## src/include/lvdsd_cfg.svh

```systemverilog
// Constants for the display-link deserializer: widths, lane layout, timing counts.
// Assumes a 50 MHz system clock; the idle cycle count below is derived from that rate.
`ifndef LVDSD_CFG_SVH
`define LVDSD_CFG_SVH

`define LVDSD_WORD_W 27
`define LVDSD_LANES 4
`define LVDSD_SHIFT_W 14
`define LVDSD_BITS_4 7
`define LVDSD_BITS_2 14
`define LVDSD_SLOT_W 7
`define LVDSD_HI_W 6
`define LVDSD_CNT_W 8
`define LVDSD_ACC_W 10
`define LVDSD_CLK_MHZ 50
`define LVDSD_IDLE_NS 1000
`define LVDSD_IDLE_CYC ((`LVDSD_IDLE_NS * `LVDSD_CLK_MHZ) / 1000)
`define LVDSD_LOCK_PERIODS 4
`define LVDSD_FIFO_DEPTH 8
`define LVDSD_CNT_RST 8'h00
`define LVDSD_PER_RST 8'hff
`define LVDSD_SY_CLK 0
`define LVDSD_SY_LANE 1
`define LVDSD_SY_MODE 5
`define LVDSD_SY_PDN 6
`define LVDSD_SY_ORD 7
`define LVDSD_SY_POL 8
`define LVDSD_SY_HOLD 9
`define LVDSD_SY_W 10

`endif

```

## src/include/lvdsd_pkg.sv

```systemverilog
// Types shared by the deserializer modules.
// Assumes nothing of its surroundings.
package lvdsd_pkg;

   typedef enum logic [3:0] {
      ST_SHUTDOWN = 4'h1,
      ST_STANDBY = 4'h2,
      ST_LOCKING = 4'h4,
      ST_ACTIVE = 4'h8
   } lvdsd_state_t;

endpackage : lvdsd_pkg

```

## src/rtl/lvdsd_lane.sv

```systemverilog
// One serial-to-parallel lane shifter, first bit ends up most significant.
// Assumes shift pulses come from the sampling-rate divider in the same clock domain.
`timescale 1ns/1ps
`default_nettype none
`include "lvdsd_cfg.svh"

module lvdsd_lane #(
   parameter int unsigned WIDTH = `LVDSD_SHIFT_W // Bits held per lane
) (
   input wire logic clk_sys_i, // System clock
   input wire logic resetn_i, // Async reset, active low
   input wire logic shift_i, // Sample pulse
   input wire logic bit_i, // Synchronised lane level
   output logic [WIDTH-1:0] bits_o // Last WIDTH samples
);

   logic [WIDTH-1:0] shift_reg;
   logic [WIDTH-1:0] shift_next;

   always_comb begin
      shift_next = shift_reg;
      if (shift_i) begin
         shift_next = {shift_reg[WIDTH-2:0], bit_i};
      end
   end

   always_ff @(posedge clk_sys_i or negedge resetn_i) begin
      if (!resetn_i) begin
         shift_reg <= '0;
      end else begin
         shift_reg <= shift_next;
      end
   end

   assign bits_o = shift_reg;

endmodule : lvdsd_lane
`default_nettype wire

```

## src/rtl/lvdsd_fifo.sv

```systemverilog
// Word buffer between capture and the parallel output, valid/ready both sides.
// Assumes DEPTH is a power of two; clear_i empties it at once.
`timescale 1ns/1ps
`default_nettype none
`include "lvdsd_cfg.svh"

module lvdsd_fifo #(
   parameter int unsigned WIDTH = `LVDSD_WORD_W, // Word width
   parameter int unsigned DEPTH = `LVDSD_FIFO_DEPTH // Words held
) (
   input wire logic clk_sys_i, // System clock
   input wire logic resetn_i, // Async reset, active low
   input wire logic clear_i, // Drop all content
   input wire logic in_valid_i, // Write request
   output logic in_ready_o, // Not full
   input wire logic [WIDTH-1:0] in_data_i, // Write word
   output logic out_valid_o, // Not empty
   input wire logic out_ready_i, // Read accept
   output logic [WIDTH-1:0] out_data_o // Head word
);

   localparam int unsigned AW = $clog2(DEPTH);

   logic [WIDTH-1:0] mem [DEPTH];
   logic [AW:0] wr_reg;
   logic [AW:0] wr_next;
   logic [AW:0] rd_reg;
   logic [AW:0] rd_next;
   logic push;
   logic pop;

   // Extra pointer bit tells full from empty
   assign in_ready_o = !((wr_reg[AW] != rd_reg[AW]) && (wr_reg[AW-1:0] == rd_reg[AW-1:0]));
   assign out_valid_o = (wr_reg != rd_reg);
   assign out_data_o = mem[rd_reg[AW-1:0]];
   assign push = in_valid_i && in_ready_o;
   assign pop = out_ready_i && out_valid_o;

   always_comb begin
      wr_next = wr_reg + {{AW{1'b0}}, push};
      rd_next = rd_reg + {{AW{1'b0}}, pop};
      if (clear_i) begin
         wr_next = '0;
         rd_next = '0;
      end
   end

   always_ff @(posedge clk_sys_i or negedge resetn_i) begin
      if (!resetn_i) begin
         wr_reg <= '0;
         rd_reg <= '0;
      end else begin
         wr_reg <= wr_next;
         rd_reg <= rd_next;
      end
   end

   // Storage needs no reset; empty pointers hide it
   always_ff @(posedge clk_sys_i) begin
      if (push) begin
         mem[wr_reg[AW-1:0]] <= in_data_i;
      end
   end

endmodule : lvdsd_fifo
`default_nettype wire

```

## src/rtl/lvdsd_top.sv

```systemverilog
// Display-link deserializer: link clock and four serial lanes in, 27-bit parallel bus out.
// Assumes all link and strap pins are asynchronous to clk_sys_i; the link clock
// period must span at least one system cycle per sampled bit.
// Function
// - Select low: four lanes, seven bits each
// - Four-lane slot layout, reserved slot first
// - Select high: two lanes, fourteen bits each
// - Lane layout follows select input only
// - Reserved slot never reaches outputs
// - Bits pass by position only
// - Order input high mirrors output bus
// - Idle link clock enters standby automatically
// - Power-down input low forces shutdown
// - Standby and shutdown drive outputs low
// - Sampling rate is link clock times bits
// - 27 bits per period, selectable clock edge
`timescale 1ns/1ps
`default_nettype none
`include "lvdsd_cfg.svh"

module lvdsd_top #(
   parameter int unsigned IDLE_CYC = `LVDSD_IDLE_CYC, // Cycles without link edge before standby
   parameter int unsigned LOCK_PERIODS = `LVDSD_LOCK_PERIODS, // Steady periods needed for lock
   parameter int unsigned FIFO_DEPTH = `LVDSD_FIFO_DEPTH // Buffered words
) (
   input wire logic clk_sys_i, // 50 MHz system clock
   input wire logic resetn_i, // Async reset, active low
   input wire logic link_clk_i, // Link clock lane level
   input wire logic [`LVDSD_LANES-1:0] lane_data_i, // Serial data lanes
   input wire logic lane_count_select_i, // Low four lanes, high two lanes
   input wire logic power_down_n_i, // Shutdown request, active low
   input wire logic output_order_i, // High mirrors the bus
   input wire logic output_edge_polarity_i, // High: data valid on rising edge
   input wire logic pixel_hold_i, // Panel stall, freezes output
   output logic [`LVDSD_WORD_W-1:0] pixel_data_o, // Parallel pixel bus
   output logic forwarded_pixel_clock_o, // Forwarded pixel clock
   output logic standby_o, // Link idle
   output logic shutdown_o, // Powered down
   output logic locked_o, // Sampling locked, bus live
   output logic word_dropped_o // Word lost to full buffer, pulse
);

   localparam logic [`LVDSD_CNT_W-1:0] IDLE_W = `LVDSD_CNT_W'(IDLE_CYC);
   localparam logic [`LVDSD_CNT_W-1:0] LOCK_W = `LVDSD_CNT_W'(LOCK_PERIODS);
   localparam logic [3:0] N4 = 4'(`LVDSD_BITS_4);
   localparam logic [3:0] N2 = 4'(`LVDSD_BITS_2);
   localparam int unsigned SW = `LVDSD_SLOT_W;
   localparam int unsigned HW = `LVDSD_HI_W;

   // Pin synchronisers
   logic [`LVDSD_SY_W-1:0] pins;
   logic [`LVDSD_SY_W-1:0] sync1_reg;
   logic [`LVDSD_SY_W-1:0] sync2_reg;

   assign pins = {pixel_hold_i, output_edge_polarity_i, output_order_i, power_down_n_i,
                  lane_count_select_i, lane_data_i, link_clk_i};

   always_ff @(posedge clk_sys_i or negedge resetn_i) begin
      if (!resetn_i) begin
         sync1_reg <= '0;
         sync2_reg <= '0;
      end else begin
         sync1_reg <= pins;
         sync2_reg <= sync1_reg;
      end
   end

   logic lclk_s;
   logic [`LVDSD_LANES-1:0] lanes_s;
   logic mode_s;
   logic pdn_s;
   logic ord_s;
   logic pol_s;
   logic hold_s;

   assign lclk_s = sync2_reg[`LVDSD_SY_CLK];
   assign lanes_s = sync2_reg[`LVDSD_SY_LANE +: `LVDSD_LANES];
   assign mode_s = sync2_reg[`LVDSD_SY_MODE];
   assign pdn_s = sync2_reg[`LVDSD_SY_PDN];
   assign ord_s = sync2_reg[`LVDSD_SY_ORD];
   assign pol_s = sync2_reg[`LVDSD_SY_POL];
   assign hold_s = sync2_reg[`LVDSD_SY_HOLD];

   // Link tracking, sampling and mode state
   lvdsd_pkg::lvdsd_state_t st_reg;
   lvdsd_pkg::lvdsd_state_t st_next;
   logic lclk_prev_reg;
   logic [`LVDSD_CNT_W-1:0] cnt_reg;
   logic [`LVDSD_CNT_W-1:0] cnt_next;
   logic [`LVDSD_CNT_W-1:0] period_reg;
   logic [`LVDSD_CNT_W-1:0] period_next;
   logic [`LVDSD_CNT_W-1:0] stable_reg;
   logic [`LVDSD_CNT_W-1:0] stable_next;
   logic mode_reg;
   logic [`LVDSD_ACC_W-1:0] acc_reg;
   logic [`LVDSD_ACC_W-1:0] acc_next;
   logic [3:0] bit_cnt_reg;
   logic [3:0] bit_cnt_next;

   logic edge_det;
   logic idle_hit;
   logic mode_chg;
   logic per_ok;
   logic bit_en;
   logic capture;
   logic [3:0] n_bits;
   logic [`LVDSD_CNT_W-1:0] per_diff;
   logic [`LVDSD_ACC_W-1:0] acc_base;
   logic [`LVDSD_ACC_W-1:0] acc_sum;
   logic [`LVDSD_ACC_W-1:0] two_p;
   logic [3:0] bit_cnt_base;

   assign edge_det = lclk_s && !lclk_prev_reg;
   assign mode_chg = (mode_s != mode_reg);
   assign idle_hit = !edge_det && (cnt_reg >= IDLE_W);
   assign n_bits = mode_reg ? N2 : N4;

   always_comb begin
      per_diff = (cnt_reg > period_reg) ? (cnt_reg - period_reg) : (period_reg - cnt_reg);
      // Tolerate one cycle of edge jitter from the synchroniser
      per_ok = (per_diff <= `LVDSD_CNT_W'(1)) && (cnt_reg >= {4'h0, n_bits});
      cnt_next = edge_det ? `LVDSD_CNT_W'(1) : ((cnt_reg == '1) ? cnt_reg : cnt_reg + `LVDSD_CNT_W'(1));
      period_next = edge_det ? cnt_reg : period_reg;
      // Rate multiplier: n pulses per period
      two_p = {1'b0, period_reg, 1'b0};
      acc_base = edge_det ? {6'h00, n_bits} : acc_reg;
      acc_sum = acc_base + {5'h00, n_bits, 1'b0};
      bit_cnt_base = edge_det ? 4'h0 : bit_cnt_reg;
      bit_en = (acc_sum >= two_p) && (bit_cnt_base < n_bits);
      acc_next = (acc_sum >= two_p) ? (acc_sum - two_p) : acc_sum;
      bit_cnt_next = bit_cnt_base + {3'h0, bit_en};
   end

   assign capture = edge_det && (st_reg == lvdsd_pkg::ST_ACTIVE) && (bit_cnt_reg == n_bits) && !mode_chg;

   always_comb begin
      st_next = st_reg;
      stable_next = stable_reg;
      if (!pdn_s) begin
         st_next = lvdsd_pkg::ST_SHUTDOWN;
         stable_next = '0;
      end else begin
         case (st_reg)
            lvdsd_pkg::ST_SHUTDOWN: begin
               st_next = lvdsd_pkg::ST_STANDBY;
            end
            lvdsd_pkg::ST_STANDBY: begin
               if (edge_det) begin
                  st_next = lvdsd_pkg::ST_LOCKING;
                  stable_next = '0;
               end
            end
            lvdsd_pkg::ST_LOCKING: begin
               if (idle_hit) begin
                  st_next = lvdsd_pkg::ST_STANDBY;
               end else if (mode_chg) begin
                  stable_next = '0;
               end else if (edge_det) begin
                  if (per_ok) begin
                     stable_next = stable_reg + `LVDSD_CNT_W'(1);
                     if (stable_reg >= LOCK_W - `LVDSD_CNT_W'(1)) begin
                        st_next = lvdsd_pkg::ST_ACTIVE;
                     end
                  end else begin
                     stable_next = '0;
                  end
               end
            end
            lvdsd_pkg::ST_ACTIVE: begin
               if (idle_hit) begin
                  st_next = lvdsd_pkg::ST_STANDBY;
                  stable_next = '0;
               end else if (mode_chg || (edge_det && !per_ok)) begin
                  st_next = lvdsd_pkg::ST_LOCKING;
                  stable_next = '0;
               end
            end
            default: begin
               st_next = lvdsd_pkg::ST_SHUTDOWN;
            end
         endcase
      end
   end

   always_ff @(posedge clk_sys_i or negedge resetn_i) begin
      if (!resetn_i) begin
         st_reg <= lvdsd_pkg::ST_SHUTDOWN;
         lclk_prev_reg <= 1'b0;
         cnt_reg <= `LVDSD_CNT_RST;
         period_reg <= `LVDSD_PER_RST;
         stable_reg <= '0;
         mode_reg <= 1'b0;
         acc_reg <= '0;
         bit_cnt_reg <= '0;
      end else begin
         st_reg <= st_next;
         lclk_prev_reg <= lclk_s;
         cnt_reg <= cnt_next;
         period_reg <= period_next;
         stable_reg <= stable_next;
         mode_reg <= mode_s;
         acc_reg <= acc_next;
         bit_cnt_reg <= bit_cnt_next;
      end
   end

   // Lane shifters
   logic [`LVDSD_SHIFT_W-1:0] lane_q [`LVDSD_LANES];

   for (genvar g = 0; g < `LVDSD_LANES; g++) begin : g_lane
      lvdsd_lane #(
         .WIDTH(`LVDSD_SHIFT_W)
      ) u_lane (
         .clk_sys_i(clk_sys_i),
         .resetn_i(resetn_i),
         .shift_i(bit_en),
         .bit_i(lanes_s[g]),
         .bits_o(lane_q[g])
      );
   end

   // Word assembly, positional only
   logic [`LVDSD_WORD_W-1:0] word;

   always_comb begin
      if (!mode_reg) begin
         // Reserved bit of lane three dropped
         word = {lane_q[3][HW-1:0], lane_q[2][SW-1:0], lane_q[1][SW-1:0], lane_q[0][SW-1:0]};
      end else begin
         // Reserved bit of second slot dropped
         word = {lane_q[1][HW-1:0], lane_q[1][2*SW-1:SW], lane_q[0][SW-1:0], lane_q[0][2*SW-1:SW]};
      end
   end

   // Buffer toward the panel
   logic fifo_in_ready;
   logic fifo_out_valid;
   logic [`LVDSD_WORD_W-1:0] fifo_out;
   logic pop;

   // No pop on the edge that leaves active; the bus is forced low then
   assign pop = edge_det && (st_reg == lvdsd_pkg::ST_ACTIVE) && (st_next == lvdsd_pkg::ST_ACTIVE)
                && fifo_out_valid && !hold_s;

   lvdsd_fifo #(
      .WIDTH(`LVDSD_WORD_W),
      .DEPTH(FIFO_DEPTH)
   ) u_fifo (
      .clk_sys_i(clk_sys_i),
      .resetn_i(resetn_i),
      .clear_i(st_reg != lvdsd_pkg::ST_ACTIVE),
      .in_valid_i(capture),
      .in_ready_o(fifo_in_ready),
      .in_data_i(word),
      .out_valid_o(fifo_out_valid),
      .out_ready_i(pop),
      .out_data_o(fifo_out)
   );

   // Output stage
   logic [`LVDSD_WORD_W-1:0] data_reg;
   logic [`LVDSD_WORD_W-1:0] data_next;
   logic fwd_reg;
   logic fwd_next;
   logic drop_reg;
   logic drop_next;
   logic [`LVDSD_WORD_W-1:0] mirrored;

   always_comb begin
      for (int i = 0; i < `LVDSD_WORD_W; i++) begin
         mirrored[i] = fifo_out[`LVDSD_WORD_W-1-i];
      end
      data_next = data_reg;
      fwd_next = 1'b0;
      drop_next = capture && !fifo_in_ready;
      // Low outside active operation
      // Follows the next state, so the bus drops together with locked_o
      if (st_next != lvdsd_pkg::ST_ACTIVE) begin
         data_next = '0;
      end else begin
         if (pop) begin
            data_next = ord_s ? mirrored : fifo_out;
         end
         fwd_next = pol_s ^ lclk_s;
      end
   end

   always_ff @(posedge clk_sys_i or negedge resetn_i) begin
      if (!resetn_i) begin
         data_reg <= '0;
         fwd_reg <= 1'b0;
         drop_reg <= 1'b0;
      end else begin
         data_reg <= data_next;
         fwd_reg <= fwd_next;
         drop_reg <= drop_next;
      end
   end

   assign pixel_data_o = data_reg;
   assign forwarded_pixel_clock_o = fwd_reg;
   assign word_dropped_o = drop_reg;
   assign standby_o = (st_reg == lvdsd_pkg::ST_STANDBY);
   assign shutdown_o = (st_reg == lvdsd_pkg::ST_SHUTDOWN);
   assign locked_o = (st_reg == lvdsd_pkg::ST_ACTIVE);
endmodule : lvdsd_top
`default_nettype wire

```

## config.mk

```make
export PLATFORM = sky130hd
export DESIGN_NAME = lvdsd_top
export DESIGN_NICKNAME = d
export VERILOG_FILES = /design/src/include/lvdsd_pkg.sv /design/src/rtl/lvdsd_lane.sv /design/src/rtl/lvdsd_fifo.sv /design/src/rtl/lvdsd_top.sv
export VERILOG_INCLUDE_DIRS = /design/src /design/src/include
export SDC_FILE = /design/constraint.sdc
export NUM_CORES = 1
export LEC_CHECK = 0
export BUFFER_PORTS_ARGS = -buffer_cell sky130_fd_sc_hd__buf_2
export CORE_MARGIN = 4
export CORE_UTILIZATION = 25
export DETAILED_ROUTE_END_ITERATION = 8
export PLACE_DENSITY_LB_ADDON = 0.3
export SLEW_MARGIN = 20
export SYNTH_ARGS = -nofsm -noshare
export SYNTH_HDL_FRONTEND = slang
export SYNTH_SLANG_ARGS = --single-unit
```

## constraint.sdc

```tcl
create_clock -name clk_sys_i -period 4.9 [get_ports clk_sys_i]
set_input_delay 0.245 -clock clk_sys_i [delete_from_list [all_inputs] [get_ports clk_sys_i]]
set_output_delay 0.245 -clock clk_sys_i [all_outputs]
set_load 0.005 [all_outputs]
```

# Word level (Yosys, flattened, before mapping)
# Memories as Yosys holds them, arrays and structs flattened.
# Index checks and enable logic that the tools add are counted.
totals:
  word_cells: 115
  latchBits: 0
  ram_bits: 216
  in_bits: 12
  rom_bits: 0
  ff_bits: 142
  n_memories: 1
classes:
  bitwise: 1
  n_addsub: 9
  div_mod_pow: 0
  muxes: 35
  reduce_logical: 24
  shift: 0
  multipliers: 0
  order_cmp: 7
  eq_ne: 19
memory_table:
  columns: ["memory", "depth", "word_bits", "rd", "rd_ports_with_merged_regs", "wr", "line", "rtl"]
  rows:
  - ["u_fifo.mem", 8, 27, 1, 0, 1, "lvdsd_fifo.sv:24", "logic [WIDTH-1:0] mem [DEPTH];"]
ops:
  columns: ["op", "count"]
  rows:
  - ["two-way mux 27 bit", 4]
  - ["two-way mux 8 bit", 11]
  - ["two-way mux 4 bit", 13]
  - ["case mux 8 bit (3 select lines)", 1]
  - ["two-way mux 10 bit", 2]
  - ["adder 8 x 1 -> 8 bit (second input constant)", 2]
  - ["case mux 4 bit (4 select lines)", 1]
  - ["subtractor 8 bit", 2]
  - ["logical AND 1 bit", 15]
  - ["adder 4 x 1 -> 4 bit", 3]
  - ["!= test 4 bit (second input constant)", 3]
  - ["adder 10 x 5 -> 10 bit", 1]
  - ["greater-or-equal comparator 10 x 9 -> 1 bit", 1]
  - ["subtractor 10 x 9 -> 10 bit", 1]
  - ["== test 4 bit (second input constant)", 2]
  - ["== test 8 bit (second input constant)", 1]
  - ["greater-or-equal comparator 8 x 2 -> 1 bit (second input constant)", 1]
  - ["greater-or-equal comparator 8 x 4 -> 1 bit", 1]
  - ["greater-or-equal comparator 8 x 6 -> 1 bit (second input constant)", 1]
  - ["greater-than comparator 8 bit", 1]
  - ["less-or-equal comparator 8 x 1 -> 1 bit (second input constant)", 1]
  - ["logical NOT 1 bit", 6]
  - ["AND reduction 5 bit", 1]
  - ["== test 4 x 1 -> 1 bit (second input constant)", 1]
  - ["other kinds (16)", 19]

# Longest topological paths before layout
# Gate-level depths: netlist of the first run.
depth:
  word_depth: 18
  ltp_mapped: 25
  depth_no_buf: 21

# Cells and area by module
# A second synthesis of the first run with hierarchy kept.
hier_totals:
  hier_cells: 1057
  area_unflattened_um2: 16544.6
modules_own_cells:
  columns: ["mod", "cells_each", "instances", "area_per_inst_um2"]
  rows:
  - ["lvdsd_fifo", 360, 1, 8727.1]
  - ["lvdsd_top", 581, 1, 5740.5]
  - ["lvdsd_lane", 29, 4, 519.2]

# Worst setup path before layout of the first run
# OpenSTA, ideal clock, no wires.
synth_path:
  kind: "flip-flop to flip-flop"
  startpoint: "register mode_reg"
  endpoint: "register bit_cnt_reg[2]"
  setup_ns: 0.123
  required_time_ns: 4.777
  path_slack_ns: 0.295
  stages_incl_launch_ff: 25
  path_buffers: 5
  t_arrival_ns: 4.483
  cell_sequence: "dfrtp_1 -> clkbuf_1 -> clkbuf_1 -> clkbuf_1 -> inv_1 -> ha_1 -> inv_1 -> ha_1 -> o211ai_2 -> a21oi_2 -> xor2_1 -> ha_1 -> a21o_1 -> a21oi_1 -> nor2b_1 -> o31ai_1 -> nand2_1 -> nor2_2 -> or3_1 -> buf_2 -> buf_6 -> inv_1 -> ha_1 -> ha_1 -> xnor2_1"
synth_via:
  elab_chain_cells: 6
  word_cells_on_any_way: 7
  cone_classes: "2 x add/sub; 2 x order compare; 2 x mux; 1 x reduce/logical"
synth_rtl:
  columns: ["element", "line", "rtl"]
  rows:
  - ["start, declared", "lvdsd_top.sv:94", "logic mode_reg;"]
  - ["start signal, assigned", "lvdsd_top.sv:201", "mode_reg <= mode_s;"]
  - ["two-way mux 4 bit (*)", "lvdsd_top.sv:116", "assign n_bits = mode_reg ? N2 : N4;"]
  - ["two-way mux 10 bit", "lvdsd_top.sv:126", "acc_base = edge_det ? {6'h00, n_bits} : acc_reg;"]
  - ["adder 10 x 5 -> 10 bit", "lvdsd_top.sv:127", "acc_sum = acc_base + {5'h00, n_bits, 1'b0};"]
  - ["greater-or-equal comparator 10 x 9 -> 1 bit", "lvdsd_top.sv:129", "bit_en = (acc_sum >= two_p) && (bit_cnt_base < n_bits);"]
  - ["logical AND 1 bit (*)", "lvdsd_top.sv:129", null]
  - ["via bit_en", "lvdsd_top.sv:104", "logic bit_en;"]
  - ["adder 4 x 1 -> 4 bit (*)", "lvdsd_top.sv:131", "bit_cnt_next = bit_cnt_base + {3'h0, bit_en};"]
  - ["via bit_cnt_next[2]", "lvdsd_top.sv:98", "logic [3:0] bit_cnt_next;"]
  - ["end signal, assigned", "lvdsd_top.sv:203", "bit_cnt_reg <= bit_cnt_next;"]
  - ["end, declared", "lvdsd_top.sv:97", "logic [3:0] bit_cnt_reg;"]
# The timed path passes the listed nets; every way through them passes the cells marked *.
# A chain may end at the register's enable or synchronous reset.

# Worst setup path after layout of the first run
layout_path:
  startpoint: "register sync2_reg[0]"
  endpoint: "register g_lane[3].u_lane.shift_reg[1]"
layout_via:
  elab_chain_cells: 5
  word_cells_on_any_way: 7
  cone_classes: "1 x add/sub; 2 x order compare; 2 x mux; 2 x reduce/logical"
layout_rtl:
  columns: ["element", "line", "rtl"]
  rows:
  - ["start, declared", "lvdsd_top.sv:53", "logic [`LVDSD_SY_W-1:0] sync2_reg;"]
  - ["start signal, assigned", "lvdsd_top.sv:64", "sync2_reg <= sync1_reg;"]
  - ["logical AND 1 bit (*)", "lvdsd_top.sv:113", "assign edge_det = lclk_s && !lclk_prev_reg;"]
  - ["two-way mux 10 bit", "lvdsd_top.sv:126", null]
  - ["adder 10 x 5 -> 10 bit", "lvdsd_top.sv:127", null]
  - ["greater-or-equal comparator 10 x 9 -> 1 bit", "lvdsd_top.sv:129", null]
  - ["logical AND 1 bit (*)", "lvdsd_top.sv:129", null]
  - ["end signal, assigned", "lvdsd_lane.sv:31", "shift_reg <= shift_next;"]
  - ["end, declared", "lvdsd_lane.sv:17", "logic [WIDTH-1:0] shift_reg;"]
# Mark *: on every way between the ends. The rest lies on a longest branch, timed or not.

==> results of run 1 <==
## how the worst max path moves through the flow
| stage | startpoint | to | cells after the start |
|---|---|---|---|
| finish | sync2_reg[0] | g_lane[3].u_lane.bits_o[1] | 18 |
| CTS | sync2_reg[0] | g_lane[3].u_lane.bits_o[1] | 18 |
| global route | sync2_reg[0] | g_lane[3].u_lane.bits_o[1] | 18 |
| floorplan | mode_reg | bit_cnt_reg[2] | 24 |
| global placement | sync2_reg[0] | g_lane[3].u_lane.bits_o[1] | 18 |
| detailed placement | sync2_reg[0] | g_lane[3].u_lane.bits_o[1] | 18 |
## placed cells by master, fill, tap and decap left out, types with 15 or more instances in the layout
master and n:
buf_4 24, clkbuf_16 42, o21ai_0 33, dfrtp_1 130, ha_1 38, clkbuf_1 16
xnor2_1 17, a21oi_1 43, nand4_1 16, buf_2 42, nor2_1 41, nand2_1 95
inv_1 39, nand3_1 15, edfxtp_1 216, mux4_2 80, mux2_2 31, mux2_4 39
## what timing repair did
| item | in CTS | in global routing |
|---|---|---|
| hold buffers | 11 | 0 |
| setup buffers | 0 | 0 |
| endpoints found under the hold margin | 51 | 0 |
## metal layers
| layer | wire length, µm | global-route usage, % | up-vias |
|---|---|---|---|
| li1 | - | - | 4080 |
| met1 | 17000 | 15.1 | 4617 |
| met2 | 17100 | 17.5 | 128 |
| met3 | 1130 | 1.74 | 45 |
| met4 | 928 | 3.34 | 0 |
| met5 | 0 | 0 | - |
## cells by family (layout without fill, tap and decap cells)
| kind of cell | count (synthesis) | after routing | share of synthesized area, % |
|---|---|---|---|
| xor+xnor | 31 | 31 | 1.70 |
| compound gates | 130 | 130 | 5.06 |
| mux | 155 | 155 | 17.5 |
| simple gates | 234 | 234 | 6.93 |
| fa+ha+maj | 41 | 41 | 3.36 |
| buf+inv | 90 | 193 | 2.43 |
| flops | 358 | 358 | 63.0 |
## layout make-up
cell class / count / share of cell area (%)
sequential: 358 / 53.8
multi-input combinational: 591 / 29.7
clock buffer: 63 / 6.31
tap: 846 / 5.66
timing repair buffer: 78 / 2.74
clock inverter: 13 / 1.04
inverter: 39 / 0.783
## stage by stage
| stage | utilization [%] | hold slack (ns) | total power, mW | cells | worst slack [ns] |
|---|---|---|---|---|---|
| after CTS | 29.6 | 0.241 | 9.98 | 1988 | 0.514 |
| after global placement | 27.3 | 0.253 | 6.77 | 1901 | 0.652 |
| final | 29.6 | 0.220 | 9.88 | 1988 | 0.539 |
| after floorplan | - | -0.0506 | 6.25 | 1039 | 0.295 |
| after global routing | 29.6 | 0.276 | 10.4 | 1988 | 0.137 |
| after detailed placement | 27.3 | 0.258 | 6.81 | 1901 | 0.578 |
## power by group through the flow
stage               logic, mW  clock network (mW)  registers, mW
floorplan                2.23                   0           4.02
global placement         2.62                   0           4.14
detailed placement       2.67                   0           4.14
CTS                      2.70                3.20           4.09
global route             2.96                3.33           4.13
finish                   2.68                3.11           4.09
## critical path: stages (launching register included)
cell	delay, ns
dfrtp_1	0.43
nand2b_1	0.25
nand2b_1	0.10
ha_1	0.20
inv_1	0.06
ha_1	0.20
o211ai_2	0.12
a21oi_2	0.27
xor2_1	0.24
ha_1	0.31
a21o_1	0.17
a21oi_1	0.13
nor2b_1	0.08
o31ai_1	0.28
nand2_1	0.10
nor2_2	0.12
or3_2	0.21
buf_4	0.59
mux2_2	0.40
==> metrics.md, run 1 <==
| Metric | Value |
|---|---|
| Status | `complete, no violations` |
| Yosys warns | `0` |
| DIE WIDTH | `261 µm` |
| Register bit total from synthesis | `358` |
| Power share of the combinational group | `27.2%` |
| Via Count | `8870` |
| Internal power | `7.02 mW` |
| Global Route Usage Sum | `10.8%` |
| Number of fillers in the final layout | `6321` |
| Initial Utilization | `25.3%` |
| Distinct cells, synth | `64` |
| LEAKAGE | `6.71 nW` |
| Critical R2R Capture | `g_lane[3].u_lane.bits_o[1]` |
| RSZ-0062 raised after global routing | `no` |
| Critical Path End Type | `flop` |
| Pwr per Cell Area | `528 nW/µm²` |
| CTS Buffer Depth | `3` |
| I/O pins | `44` |
| Worst VDD drop | `0.000265 V` |
| Core Area | `63100 µm²` |
| Worst Skew | `0.0126 ns` |
| Routed wire per std cell | `18.2 µm` |
| R2R depth | `18` |
| HP Class | `primary input to async pin` |
| # diodes | `0` |
| Reg-to-reg startpoint | `sync2_reg[0]` |
| Die area | `67900 µm²` |
| Clock-pin slew on the worst setup and hold paths | `0.06 ns` |
| Synth Net Count | `1092` |
| Mapped Cells | `1039` |
| Clock share of power | `31.5%` |
| Sw Ratio | `29.0%` |
| Max Transition Viols Final | `0` |
| Main synth FF type | `edfxtp_1` |
| Final hold viol count | `0` |
| Worst Path Required | `5.33 ns` |
| R2R setup slack | `0.54 ns` |
| Final instance area | `18700 µm²` |
| Final wirelength | `36200 µm` |
| H-tree depth | `2` |
| Total of max-cap violations | `0` |
| DP HPWL | `22400 µm` |
| CTS tree | `built` |
| Antenna violations before repair | `0` |
| Root Driver | `clkbuf_16` |
| Layout cells sized above 1 | `26.8%` |
| PostCTS Resize Cnt | `0` |
| Layout net count | `1162` |
| Max reg flops | `216` |
| Startpoint Class | `flop` |
| Largest cells by area after synthesis | `edfxtp_1 41%, dfrtp_1 21%, mux4_2 11%` |
| Most common cell in the netlist | `edfxtp_1` |
| P&R area growth vs syn | `17.2%` |
| Fmax | `0.229 GHz` |
| Synth area leader | `edfxtp_1` |
| CP Class | `flop to flop` |
| Row cnt | `92` |
| Die Y | `261 µm` |
| Vias in the first global route | `9233` |
| Switch Pwr | `2.86 mW` |
| Crit Path Max Fanout | `38` |
| Sequential cell area | `10100 µm²` |
| Clock sink count | `358` |
| Pre-antenna DRT Iters | `5` |
| Critical Path AT | `4.79 ns` |
| Worst-Margin Slew | `0.765 ns` |
| Routability cong. | `0.813` |
| Pin count of the biggest net entering global routing | `57` |
| Final TNS setup | `0 ns` |
| Sequential share of power | `41.4%` |
| Synthesized area | `15900 µm²` |
| Syn_area_per_cell | `15.3 µm²` |
| Post-synth top area share | `40.7%` |
| Number of CTS-inserted buffers | `41` |
| Tcrit/Tclk final | `89.0%` |
| Post-synth top cells | `216 x edfxtp_1, 133 x dfrtp_1, 95 x nand2_1` |
| Min cycle time layout | `4.36 ns` |
| Initial DRC Count | `659` |
| EDFF count, synth | `216` |
| Via/cell ratio | `4.46` |
| Final setup viols | `0` |
| Dpl cell area | `17200 µm²` |
| PortBufs | `43` |
| First-pass GRT wire length | `57300 µm` |
| Rel. slew slack | `49.0%` |
| FFs w/ async S/R, synth | `39.7%` |
| GRT overflow | `0` |
| Multi-input gate area | `5540 µm²` |
| Residual DRC | `0` |
| Post-route ant nets | `0` |
| Seq/Total Area, Yosys | `63.0%` |
| Clk_lat worst skew | `0.55 ns` |
Note: power is estimated with default switching activity, not from simulation.
==> run 2: changes to the inputs <==
--- a/config.mk
+++ b/config.mk
@@ -7,8 +7,10 @@
 export NUM_CORES = 1
 export LEC_CHECK = 0
 export BUFFER_PORTS_ARGS = -buffer_cell sky130_fd_sc_hd__buf_2
+export CELL_PAD_IN_SITES_DETAIL_PLACEMENT = 2
+export CELL_PAD_IN_SITES_GLOBAL_PLACEMENT = 2
 export CORE_MARGIN = 4
-export CORE_UTILIZATION = 25
+export CORE_UTILIZATION = 42
 export DETAILED_ROUTE_END_ITERATION = 8
 export PLACE_DENSITY_LB_ADDON = 0.3
 export SLEW_MARGIN = 20
==> run 2 against run 1 <==
Net effect: total power increased by 1.8%; die area down 39%; sequential power is essentially flat; cell area down 2.4%; final cell count fell by 17%; clock-buffer cell count shrank 10; maximum frequency is 2.4% lower; register-to-register slack got worse by 0.11 ns; non-clock buffer count fell by 2; clock skew rose by 0.0073 ns; global-route usage is 10 points higher; highest routed layer unchanged.
==> metrics.md, run 2 (synthesis results as in run 1) <==
| Metric | Value |
|---|---|
| RSZ-0062 raised after global routing | `no` |
| Critical Path End Type | `flop` |
| Pre-CTS setup slack | `0.466 ns` |
| Tcrit/Tclk final | `91.2%` |
| Crit Path Max Fanout | `41` |
| Clock-pin slew on the worst setup and hold paths | `0.06 ns` |
| DP HPWL | `27900 µm` |
| R2R setup slack | `0.43 ns` |
| Max reg flops | `216` |
| Inst Count DP | `1564` |
| Critical R2R Capture | `g_lane[3].u_lane.bits_o[1]` |
| Die Y | `203 µm` |
| Clock sink count | `358` |
| Fmax | `0.224 GHz` |
| Final worst setup slack | `0.432 ns` |
| Worst VDD drop | `0.000329 V` |
| Reg-to-reg startpoint | `lclk_prev_reg` |
| Root Driver | `clkbuf_16` |
| Total of max-cap violations | `0` |
| Status | `complete, no violations` |
| Max Transition Viols Final | `0` |
| Final Non-Filler Cells | `1650` |
| Pwr per Cell Area | `551 nW/µm²` |
| Rel. slew slack | `30.3%` |
| Pre-antenna DRT Iters | `5` |
| Most frequent cells in the layout | `216 x edfxtp_1, 131 x dfrtp_1, 95 x nand2_1` |
| First-pass GRT wire length | `67100 µm` |
| CP Class | `flop to flop` |
| Post-route ant nets | `0` |
| GRT overflow | `0` |
| R2R depth | `18` |
| Via Count | `9423` |
| Layout cells sized above 1 | `27.0%` |
| CTS tree | `built` |
| Row cnt | `71` |
| Initial DRC Count | `692` |
| CTS Buffer Depth | `3` |
| Final hold viol count | `0` |
| Worst Skew | `0.0199 ns` |
| Vias in the first global route | `10600` |
| Initial Utilization | `42.4%` |
| Routability cong. | `0.762` |
| PortBufs | `43` |
| Antenna violations before repair | `1` |
| Critical Path AT | `4.91 ns` |
| Most common cell after layout, fill and taps aside | `edfxtp_1` |
| DIE WIDTH | `203 µm` |
| Core Area | `37600 µm²` |
| Final setup viols | `0` |
| Startpoint Class | `flop` |
| Worst Path Required | `5.34 ns` |
| Min cycle time layout | `4.47 ns` |
| Number of CTS-inserted buffers | `41` |
| Global Route Usage Sum | `21.3%` |
| Layout net count | `1160` |
| P&R area growth vs syn | `14.4%` |
| LEAKAGE | `6.69 nW` |
| Clk_lat worst skew | `0.56 ns` |
| Routed wire per std cell | `26.0 µm` |
| Via/cell ratio | `5.71` |
| # diodes | `0` |
| I/O pins | `44` |
| H-tree depth | `2` |
| Final TNS setup | `0 ns` |
| Residual DRC | `0` |
| Die area | `41100 µm²` |
| Pin count of the biggest net entering global routing | `58` |
| Worst-Margin Slew | `1.05 ns` |
| HP Class | `primary input to async pin` |
| Final wirelength | `42800 µm` |
run 2: cell count changes in the layout (fill, tap and decap cells not counted), moves of 2 or more:
| cell | change |
|---|---|
| buf_4 | -3 |
| clkbuf_1 | -8 |
| clkbuf_8 | -2 |
| clkinv_1 | +3 |
| clkinv_2 | +6 |
run 2: area by class of cell:
class	instances	area, µm²
fill	3492	19300
sequential	358	10100
multi-input combinational	591	5540
clock buffer	53	1120
tap	511	639
timing repair buffer	76	509
clock inverter	22	224
inverter	39	146
run 2: worst max-delay path by stage:
stage | cells after the start | to | slack [ns] | from
after floorplan | 24 | bit_cnt_reg[2] | 0.29 | mode_reg
after global placement | 18 | g_lane[3].u_lane.bits_o[1] | 0.66 | sync2_reg[0]
after detailed placement | 18 | g_lane[3].u_lane.bits_o[1] | 0.47 | sync2_reg[0]
after CTS | 18 | g_lane[3].u_lane.bits_o[1] | 0.41 | lclk_prev_reg
after global routing | 18 | g_lane[3].u_lane.bits_o[0] | 0.06 | lclk_prev_reg
final | 18 | g_lane[3].u_lane.bits_o[1] | 0.43 | lclk_prev_reg
run 2: where the power goes:
part           internal, mW  switching (mW)  total, mW
Sequential             3.81           0.291       4.10
Clock                  1.83            1.25       3.08
Combinational          1.33            1.54       2.87
run 2: per-stage QoR:
step	util (%)	hold WS (ns)	total power, mW	instance area (µm²)
6_report	48.5	0.165	10.1	18200
5_1_grt	48.5	0.183	10.6	18200
4_1_cts	48.5	0.140	10.2	18200
3_5_place_dp	44.7	0.159	7.01	16800
3_3_place_gp	44.7	0.148	6.80	16800
2_1_floorplan	-	-0.0506	6.25	15900
run 2: worst max-delay path, stage by stage (launching register included):
cell and delay (ns):
dfrtp_1 0.42, nand2b_1 0.35, nand2b_1 0.10, ha_1 0.20, inv_1 0.06, ha_1 0.19, o211ai_2 0.10, a21oi_2 0.27
xor2_1 0.25, ha_1 0.31, a21o_1 0.17, a21oi_1 0.13, nor2b_1 0.08, o31ai_1 0.34, nand2_1 0.12, nor2_2 0.12
or3_2 0.13, buf_4 0.57, mux2_2 0.40
run 2: layer usage:
layer  global-route usage (%)  wire (µm)  up-vias
met4                     5.75        919        0
met3                     2.89       1670       64
met1                     29.6      19100     5073
met2                     35.8      21200      210
li1                         -          -     4076
met5                        0          0        -
run 2: what timing repair did:
action | in CTS | in global routing
hold buffers | 11 | 0
buffers inserted | 0 | 0
gates resized for setup | 0 | 0
endpoints found under the hold margin | 40 | 0
==> run 3: changes to the inputs <==
==> constraint.sdc (replaced) <==
create_clock -name clk_sys_i -period 4.9 [get_ports clk_sys_i]
set_input_delay 0.735 -clock clk_sys_i [delete_from_list [all_inputs] [get_ports clk_sys_i]]
set_output_delay 0.735 -clock clk_sys_i [all_outputs]
set_load 0.005 [all_outputs]
==> run 3 against run 2 <==
Net effect: flip-flop and latch count is the same; clock-buffer cell count up 2; combinational power barely moved; global-route usage about the same; hold slack improved by 0.073 ns; non-clock buffer count decreased by 12; die area did not move; utilization decreased by 0.23 points; via count decreased by 0.53%; maximum frequency is 1.1% higher; largest power group unchanged.
==> metrics.md, run 3 (synthesis results as in run 1) <==
| Metric | Value |
|---|---|
| Core Area | `37600 µm²` |
| Via Count | `9373` |
| Max reg flops | `216` |
| Most frequent cells in the layout | `216 x edfxtp_1, 131 x dfrtp_1, 95 x nand2_1` |
| Worst Skew | `0.0260 ns` |
| R2R depth | `18` |
| Via/cell ratio | `5.73` |
| Startpoint Class | `flop` |
| Total of max-cap violations | `0` |
| Crit path largest cell delay | `0.57 ns` |
| Layout cells sized above 1 | `26.9%` |
| Initial Utilization | `42.4%` |
| Met3 Track Usage GR | `3.21%` |
| Final wirelength | `43400 µm` |
| Final Non-Filler Cells | `1636` |
| # diodes | `0` |
| Worst VDD drop | `0.000285 V` |
| Layout Utilization | `48.3%` |
| P&R area growth vs syn | `13.9%` |
| CTS tree | `built` |
| Root Driver | `clkbuf_16` |
| Global Route Usage Sum | `21.3%` |
| Crit path max-delay cell type | `buf_4` |
| Final setup viols | `0` |
| Post-CTS Setup Inserts | `0` |
| CTS Buffer Depth | `3` |
| Pin count of the biggest net entering global routing | `81` |
| Fmax | `0.226 GHz` |
| RSZ-0062 raised after global routing | `no` |
| HP Class | `primary input to async pin` |
| Critical Path AT | `4.83 ns` |
| Layer with the highest usage | `met2` |
| GRT overflow | `0` |
| Inst Count DP | `1563` |
| Row cnt | `71` |
| Die area | `41100 µm²` |
| GRT met2 Usage | `35.6%` |
| Clock sink count | `358` |
| Tcrit/Tclk final | `90.2%` |
| Clk_lat worst skew | `0.55 ns` |
| GRT met1 Usage | `29.9%` |
| Worst Path Required | `5.31 ns` |
| Routed wire per std cell | `26.5 µm` |
| Status | `complete, no violations` |
| Number of CTS-inserted buffers | `41` |
| Critical-path cell list | `nand2b_1 -> nand2b_1 -> ha_1 -> inv_1 -> ha_1 -> o211ai_2 -> a21oi_2 -> xor2_1 -> ha_1 -> a21o_1 -> a21oi_1 -> nor2b_1 -> o31ai_1 -> nand2_1 -> nor2_2 -> or3_2 -> buf_4 -> mux2_2` |
| Layout net count | `1148` |
| Vias in the first global route | `10500` |
| Post-route ant nets | `0` |
| Pre-antenna DRT Iters | `5` |
| Rel. slew slack | `29.6%` |
| Hold Slack | `0.237 ns` |
| Critical R2R Capture | `g_lane[3].u_lane.bits_o[0]` |
| DIE WIDTH | `203 µm` |
| Final hold viol count | `0` |
| I/O pins | `44` |
| Final TNS setup | `0 ns` |
| Residual DRC | `0` |
| PostCTS Resize Cnt | `0` |
| Critical Path End Type | `flop` |
| Antenna violations before repair | `0` |
| Most common cell after layout, fill and taps aside | `edfxtp_1` |
| Clock-pin slew on the worst setup and hold paths | `0.06 ns` |
| DP HPWL | `27900 µm` |
| Pwr per Cell Area | `560 nW/µm²` |
| R2R setup slack | `0.48 ns` |
| LEAKAGE | `6.65 nW` |
| Crit Path Max Fanout | `41` |
| Initial DRC Count | `654` |
| Reg-to-reg startpoint | `sync2_reg[0]` |
| Die Y | `203 µm` |
| CP most frequent cell | `ha_1` |
| Max Transition Viols Final | `0` |
| Hold buffer count at cts | `0` |
| Routability cong. | `0.817` |
| H-tree depth | `2` |
| Min cycle time layout | `4.42 ns` |
| CP Class | `flop to flop` |
| First-pass GRT wire length | `67400 µm` |
| PortBufs | `43` |
| Worst-Margin Slew | `1.06 ns` |
==> run 3: changes by cell type in the layout (fill, tap and decap cells not counted), sizes merged <==
cell	change
clkinv	-6
clkinvlp	+1
clkbuf	+2
buf	-1
bufinv	+2
inv	-1
dlygate4sd3	-11
==> run 3: critical path, delay by kind of cell (launching register included) <==
kind | cells | cell delay (ns)
buffers and inverters | 2 | 0.64
AOI/OAI and AO/OA | 5 | 0.98
and+or+nand+nor | 6 | 0.86
adders and majority gates | 3 | 0.72
xor gates and xnor gates | 1 | 0.22
muxes | 1 | 0.40
DFF | 1 | 0.43
==> run 3: layout make-up <==
| type | count | area, µm² |
|---|---|---|
| clock inverter | 18 | 250 |
| timing repair buffer | 64 | 392 |
| fill | 3503 | 19400 |
| multi-input combinational | 591 | 5540 |
| clock buffer | 55 | 1130 |
| sequential | 358 | 10100 |
| tap | 511 | 639 |
| inverter | 39 | 146 |
==> run 3: worst max path at each step <==
stage,slack [ns],cells past startpoint,endpoint,start
2_1_floorplan,0.29,24,bit_cnt_reg[2],mode_reg
3_3_place_gp,0.66,18,g_lane[3].u_lane.bits_o[0],sync2_reg[0]
3_5_place_dp,0.51,18,g_lane[3].u_lane.bits_o[1],sync2_reg[0]
4_1_cts,0.49,18,g_lane[3].u_lane.bits_o[0],sync2_reg[0]
5_1_grt,0.11,18,g_lane[3].u_lane.bits_o[0],sync2_reg[0]
6_report,0.48,18,g_lane[3].u_lane.bits_o[0],sync2_reg[0]
==> run 3: metrics by stage <==
stage / area, µm² / power, mW / setup WS (ns)
finish: 18200 / 10.2 / 0.482
global route: 18200 / 10.7 / 0.110
CTS: 18200 / 10.3 / 0.489
detailed placement: 16800 / 7.04 / 0.512
global placement: 16800 / 6.81 / 0.664
floorplan: 15900 / 6.25 / 0.295
==> run 3: metal layers <==
layer	vias to the layer above	wire [µm]
li1	4038	-
met1	5074	19600
met2	211	21300
met3	50	1720
met4	0	771
met5	-	0
==> run 3: power breakdown <==
group	switching [mW]	internal, mW	total [mW]
Clock	1.23	1.93	3.16
Sequential	0.299	3.81	4.11
Combinational	1.56	1.33	2.90
